===== config.mk =====
export PLATFORM = sky130hd
export DESIGN_NAME = latu_trigger_unit
export DESIGN_NICKNAME = d
export VERILOG_FILES = /design/src/verilog/latu_pkg.sv /design/src/verilog/latu_trigger_unit.sv
export SDC_FILE = /design/constraint.sdc
export NUM_CORES = 1
export LEC_CHECK = 0
export BUFFER_PORTS_ARGS = -buffer_cell sky130_fd_sc_hd__buf_2
export CAP_MARGIN = 10
export CORE_AREA = 2 2 162 164
export DETAILED_ROUTE_END_ITERATION = 12
export DIE_AREA = 0 0 164 166
export GPL_TIMING_DRIVEN = 0
export PLACE_DENSITY = 0.61
export SLEW_MARGIN = 0
export SYNTH_ARGS = -nofsm -noshare
export SYNTH_HDL_FRONTEND = slang
export SYNTH_SLANG_ARGS = --single-unit

===== constraint.sdc =====
create_clock -name i_ref_clk -period 3.5 [get_ports i_ref_clk]
set_input_delay 0.875 -clock i_ref_clk [delete_from_list [all_inputs] [get_ports i_ref_clk]]
set_output_delay 0.875 -clock i_ref_clk [all_outputs]
set_load 0.1 [all_outputs]

===== src/verilog/latu_pkg.sv =====
// Constants for the logic analyzer trigger unit.
// Assumes a single user clock and configuration held steady while armed.
package latu_pkg;
  localparam int unsigned LATU_MAX_WIDTH = 40;
  localparam int unsigned LATU_MIN_WIDTH = 1;
  localparam int unsigned LATU_NUM_TRIG = 3;
  // Chain length encodings
  localparam logic [1:0] LATU_CHAIN_ONE = 2'h1;
  localparam logic [1:0] LATU_CHAIN_TWO = 2'h2;
  localparam logic [1:0] LATU_CHAIN_THREE = 2'h3;
  // Combining mode per pattern
  localparam logic LATU_MODE_AND = 1'h0;
  localparam logic LATU_MODE_OR = 1'h1;
  // Arming modes
  localparam logic [1:0] LATU_ARM_SINGLE = 2'h0;
  localparam logic [1:0] LATU_ARM_IMMEDIATE = 2'h1;
  localparam logic [1:0] LATU_ARM_REPEAT = 2'h2;
  // Reset values
  localparam logic [1:0] LATU_STAGE_RESET = 2'h0;
  // Controller state
  typedef enum logic [3:0]
  {
    LATU_IDLE = 4'h1,
    LATU_WAIT = 4'h2,
    LATU_FIRE = 4'h4,
    LATU_DONE = 4'h8
  } latu_state_type;
endpackage : latu_pkg


===== src/verilog/latu_trigger_unit.sv =====
// Trigger unit: sequential pattern matcher over a trigger channel bus.
// Assumes trigger channels come from logic on i_ref_clk (no synchroniser)
// and that the debugger holds configuration stable while the unit is armed.
module latu_trigger_unit #(
  parameter int unsigned TRIGGER_WIDTH = latu_pkg::LATU_MAX_WIDTH
)
(
  // Clock and reset
  input wire logic i_ref_clk,
  input wire logic i_reset_n,
  // Trigger channels from the design under test
  input wire logic [TRIGGER_WIDTH-1:0] i_trig_channels,
  // Configuration, one set of masks per pattern
  input wire logic [1:0] i_chain_len,
  input wire logic [1:0] i_arm_mode,
  input wire logic [2:0] i_or_mode,
  input wire logic [TRIGGER_WIDTH-1:0] i_value_mask [3],
  input wire logic [TRIGGER_WIDTH-1:0] i_edge_mask [3],
  input wire logic [TRIGGER_WIDTH-1:0] i_dont_care_mask [3],
  // Control
  input wire logic i_arm,
  input wire logic i_cancel,
  // Status
  output logic o_armed,
  output logic o_triggered,
  output logic o_capture,
  output logic [1:0] o_stage,
  output logic [2:0] o_pattern_hit
);
  import latu_pkg::*;

  ////////////////////////////////////////////////////////////////////////////
  // Edge detection against last sample

  logic [TRIGGER_WIDTH-1:0] prev_reg;
  logic prev_valid_reg;
  latu_state_type state_reg;
  latu_state_type state_next;
  logic [1:0] stage_reg;
  logic [1:0] stage_next;
  logic [2:0] hit_reg;
  logic [2:0] hit;
  logic [1:0] last_stage;
  logic last_hit;
  logic cur_hit;
  logic arm_start;

  wire [TRIGGER_WIDTH-1:0] rise = i_trig_channels & ~prev_reg;
  wire [TRIGGER_WIDTH-1:0] fall = ~i_trig_channels & prev_reg;

  always_ff @(posedge i_ref_clk or negedge i_reset_n)
  begin
    if (!i_reset_n)
    begin
      prev_reg <= '0;
      prev_valid_reg <= 1'h0;
    end
    else
    begin
      prev_reg <= i_trig_channels;
      prev_valid_reg <= 1'h1;
    end
  end

  ////////////////////////////////////////////////////////////////////////////
  // Per-pattern match
  // Edge bit set: value 1 means rising, 0 means falling; clear: level match.
  // Bit index equals channel index, so bit 0 is channel 0.

  generate
    for (genvar t = 0; t < 3; t++)
    begin : g_pat
      wire [TRIGGER_WIDTH-1:0] edge_ok = (i_value_mask[t] & rise) |
        (~i_value_mask[t] & fall);
      wire [TRIGGER_WIDTH-1:0] lvl_ok = ~(i_value_mask[t] ^ i_trig_channels);
      // Edges need a valid previous sample; otherwise reset looks like an edge
      wire [TRIGGER_WIDTH-1:0] chan_ok =
        (i_edge_mask[t] & edge_ok & {TRIGGER_WIDTH{prev_valid_reg}}) |
        (~i_edge_mask[t] & lvl_ok);
      wire [TRIGGER_WIDTH-1:0] care = ~i_dont_care_mask[t];
      wire all_ok = &(chan_ok | ~care);
      // OR of nothing cared still matches, as an empty pattern must
      wire any_ok = (|(chan_ok & care)) | ~(|care);
      assign hit[t] = i_or_mode[t] ? any_ok : all_ok;
    end
  endgenerate

  ////////////////////////////////////////////////////////////////////////////
  // Sequencer

  // Chain length zero is treated as one
  assign last_stage = (i_chain_len == LATU_CHAIN_THREE) ? 2'h2 :
    (i_chain_len == LATU_CHAIN_TWO) ? 2'h1 : 2'h0;
  assign cur_hit = hit[stage_reg];
  assign last_hit = cur_hit && (stage_reg == last_stage);
  assign arm_start = i_arm && !i_cancel;

  always_comb
  begin
    state_next = state_reg;
    stage_next = stage_reg;
    case (state_reg)
      LATU_IDLE, LATU_DONE:
      begin
        if (arm_start)
        begin
          state_next = LATU_WAIT;
          stage_next = LATU_STAGE_RESET;
        end
      end
      LATU_WAIT:
      begin
        if (i_cancel)
        begin
          state_next = LATU_IDLE;
        end
        else if (last_hit)
        begin
          state_next = LATU_FIRE;
        end
        else if (cur_hit)
        begin
          // Next pattern is evaluated from the following clock
          stage_next = stage_reg + 2'h1;
        end
      end
      LATU_FIRE:
      begin
        // One trigger per arming; repetitive runs need a fresh arm
        state_next = LATU_DONE;
      end
      default:
      begin
        state_next = LATU_IDLE;
      end
    endcase
  end

  always_ff @(posedge i_ref_clk or negedge i_reset_n)
  begin
    if (!i_reset_n)
    begin
      state_reg <= LATU_IDLE;
      stage_reg <= LATU_STAGE_RESET;
      hit_reg <= 3'h0;
    end
    else
    begin
      state_reg <= state_next;
      stage_reg <= stage_next;
      hit_reg <= (arm_start && state_reg != LATU_WAIT) ? 3'h0 :
        hit_reg | ((state_reg == LATU_WAIT && cur_hit) ?
        (3'h1 << stage_reg) : 3'h0);
    end
  end

  ////////////////////////////////////////////////////////////////////////////
  // Status outputs

  assign o_armed = (state_reg == LATU_WAIT);
  assign o_triggered = (state_reg == LATU_FIRE);
  assign o_capture = (state_reg == LATU_FIRE) || (state_reg == LATU_DONE);
  assign o_stage = stage_reg;
  assign o_pattern_hit = hit_reg;

  // Immediate mode is the host loading all don't-care; no special logic
  wire unused_cfg = ^i_arm_mode;

endmodule : latu_trigger_unit

==> results.py <==
metrics = {
    "run_status": {
        "outcome": "finished clean",
    },
    "clock_tree": {
        "insertion_delay_ns": 0.33,
        "clock_tree.root_cell": "clkbuf_16",
        "clkSinkCount": 50,
        "cts_htree_levels": 2,
        "path_clk_slew_ns": 0.10,
        "clock_path_buffers": 2,
        "cts_tree": "done",
        "cts_made_buffers": 5,
    },
    "routing": {
        "drt_wl_total_mm": 50.3,
        "drcViolationCount": 0,
        "vias": 11100,
        "wl_per_cell_um": 27.9,
        "via_per_inst": 6.20,
        "ant_nets": 0,
        "firstDrtPassIters": 6,
        "first_iter_violations": 901,
    },
    "synth": {
        "netlist_top_cells_count": "113 x inv_1, 106 x xor2_1, 101 x nand4b_1",
        "syn-num-nets": 1446,
        "yosysWarnings": 0,
        "synth_simple_gate_area_share_pct": 33.7,
        "synthCells": 1032,
        "synth_compound_gate_area_share_pct": 28.6,
        "synthMuxAreaShare_pct": 0.252,
        "synth_top_area_share_pct": 14.5,
        "synthFlopType": "dfrtp_1",
        "ys_types": 78,
        "synth_edf_count": 0,
        "ys_ff_latch": 50,
        "avgSynthCellArea_um2": 8.19,
        "ys_seq_area_share_pct": 14.8,
        "synth_top_family_by_area": "simple AND/OR/NAND/NOR gates",
        "syn_area_um2": 8460,
        "synthTopCellsByArea": "dfrtp_1 15%, xor2_1 11%, nand4b_1 10%",
        "synth_fa_ha_area_share_pct": 0.444,
        "yosysTopAreaCell": "dfrtp_1",
        "synth.most_common_cell": "inv_1",
        "synth-async-reset-ratio_pct": 100,
        "yosys.area_share.xor_xnor_pct": 12.4,
    },
    "worst_setup_path": {
        "crit_start": "prev_valid_reg",
        "worstPathRequired_ns": 3.77,
        "end_kind": "flip-flop",
        "reg2reg_slack_ns": 0.04,
        "reg2reg_depth": 13,
        "crit_end": "o_stage[1]",
        "worstPathMaxFanout": 10,
        "arrival_ns": 3.74,
        "crit_path_start_kind": "flip-flop",
        "critPathKind": "reg -> reg",
        "rr_startpoint": "prev_valid_reg",
        "reg2reg_to": "o_stage[1]",
    },
    "power": {
        "cellLeakagePower_nw": 5.02,
        "p_switching_mw": 1.26,
        "p_comb_share_pct": 54.5,
        "internal_power_mw": 1.50,
        "cellPowerDensity_nw_per_um2": 241,
        "swShare_pct": 45.7,
        "seq_power_share_pct": 24.3,
        "power_frac_clock_pct": 21.2,
        "peakVddDrop_mv": 0.213,
    },
    "place": {
        "gp_congestion": 0.948,
        "placed_cell_area_um2": 11000,
        "post-dp-hpwl_mm": 42.3,
        "place_inst": 1783,
        "port_buffers": 416,
    },
    "sta": {
        "min_period_ns": 3.46,
        "setup_viol": 0,
        "final.setup.tns_ns": 0,
        "hold_ws_ns": 0.517,
        "tightest_slew_ns": 0.965,
        "slew_headroom_pct": 34.0,
        "slew_viol_final": 0,
        "fin_crit_sh_pct": 99.0,
        "final_hold_viol_count": 0,
        "finClkSkew_ns": 0.0147,
        "max_freq_mhz": 289,
    },
    "flow_run": {
        "cap_violations": 0,
    },
    "layout": {
        "area_growth_pct": 35.2,
        "nets": 1868,
        "largest_register_ffs": 40,
        "n_fill_cell": 2659,
        "stdcell_area_um2": 11400,
        "seq_area_um2": 1250,
        "final_util_pct": 44.6,
        "drive_gt1_share_pct": 40.7,
        "instances_no_fill": 1799,
        "multi_input_area_um2": 6650,
    },
    "die": {
        "coreArea_um2": 25600,
        "start_util_pct": 33.0,
        "dieWidth_um": 164,
        "fp-row-count": 59,
        "die-area_um2": 27200,
        "dieHeight_um": 166,
        "pin_count": 419,
    },
    "global_routing": {
        "grt_pass1_vias": 10700,
        "grt_antenna_before_repair": 17,
        "grt_pass1_wl_mm": 69.8,
        "grt_overflow": 0,
        "grt_use_total_pct": 35.4,
        "grt_max_degree": 51,
    },
    "min_path": {
        "min_path_type": "reg -> reg",
    },
}
[area by class of cell]
cell class / count / share of cell area, %
Multi-Input combinational cell: 805 / 58.2
Sequential cell: 50 / 11.0
Timing Repair Buffer: 418 / 18.4
Inverter: 113 / 3.71
Clock inverter: 3 / 0.219
Buffer: 61 / 3.52
Antenna cell: 9 / 0.197
Clock buffer: 5 / 1.09
Tap cell: 335 / 3.67
[metrics by stage]
stage	total power, mW	worst slack, ns
2_1_floorplan	1.40	0.248
6_report	2.75	0.0352
3_3_place_gp	2.08	-0.539
3_5_place_dp	2.10	-0.534
5_1_grt	2.88	-0.00904
4_1_cts	2.71	0.00940
[cell families after synthesis]
kind of cell	Yosys count
buf+inv	177
xor+xnor	120
flops	50
other cells	1
compound gates	294
mux	2
simple gates	385
fa+ha+maj	3
[placed cells by master (no fill, tap or decap), types with 6 or more instances in the layout]
master and n:
o221ai_2 11, inv_1 113, nor2_1 21, and4bb_2 9, o21ai_0 6, a2111oi_0 8
nand2_1 40, o211ai_1 32, buf_6 12, or2_2 69, a22oi_1 42, clkbuf_1 22
o2111ai_1 34, nand4_1 41, buf_1 7, or4bb_1 19, a211oi_1 12, buf_2 422
xnor2_1 14, o221ai_1 43, diode_2 9, o221a_2 11, and4b_1 12, nand4b_1 101
nor4_1 14, xor2_1 106, o22ai_1 34, nand2b_1 9, buf_4 10, dfrtp_1 48
nand4bb_1 18
[power groups by stage]
stage / clock network [mW] / logic, mW / registers [mW]
floorplan: 0 / 0.722 / 0.682
global placement: 0 / 1.40 / 0.678
detailed placement: 0 / 1.42 / 0.679
CTS: 0.593 / 1.45 / 0.668
global route: 0.609 / 1.59 / 0.677
finish: 0.584 / 1.50 / 0.670
[what timing repair did]
item / 4_1_cts / 5_1_grt
cloned: 0 / 0
endpoints found under the setup margin: 7 / 7
setup buffers: 1 / 1
hold buffers: 0 / 0
pin swaps: 1 / 7
gates resized for setup: 20 / 32
[routing by layer]
| metal | wire length, um | track usage [%] |
|---|---|---|
| met5 | 99 | 0 |
| met2 | 23600 | 59.6 |
| met4 | 2190 | 13.7 |
| met3 | 4420 | 7.99 |
| met1 | 19900 | 43.5 |
[worst max-delay path, cell delays in order, from the launching register on]
cell and delay, ns:
dfrtp_2 0.48, buf_6 0.20, buf_12 0.17, buf_6 0.21, buf_4 0.27, nand4b_1 0.16, o2111ai_1 0.25, o2111ai_2 0.20
nor4_2 0.34, a41o_1 0.35, o21ai_2 0.13, mux2_2 0.28, nor3_2 0.20, o22a_1 0.15
[worst min-delay path by stage]
| stage | slack, ns | cells past startpoint | from | end |
|---|---|---|---|---|
| finish | 0.52 | 2 | o_pattern_hit[1] | o_pattern_hit[1] |
| global route | 0.56 | 2 | o_pattern_hit[0] | o_pattern_hit[0] |
| CTS | 0.52 | 2 | o_pattern_hit[1] | o_pattern_hit[1] |
| detailed placement | 0.49 | 2 | o_pattern_hit[2] | o_pattern_hit[2] |
| global placement | 0.49 | 2 | o_pattern_hit[0] | o_pattern_hit[0] |
| floorplan | 0.56 | 2 | state_reg[1] | state_reg[0] |
No activity file was read; power rests on OpenSTA's default activity.
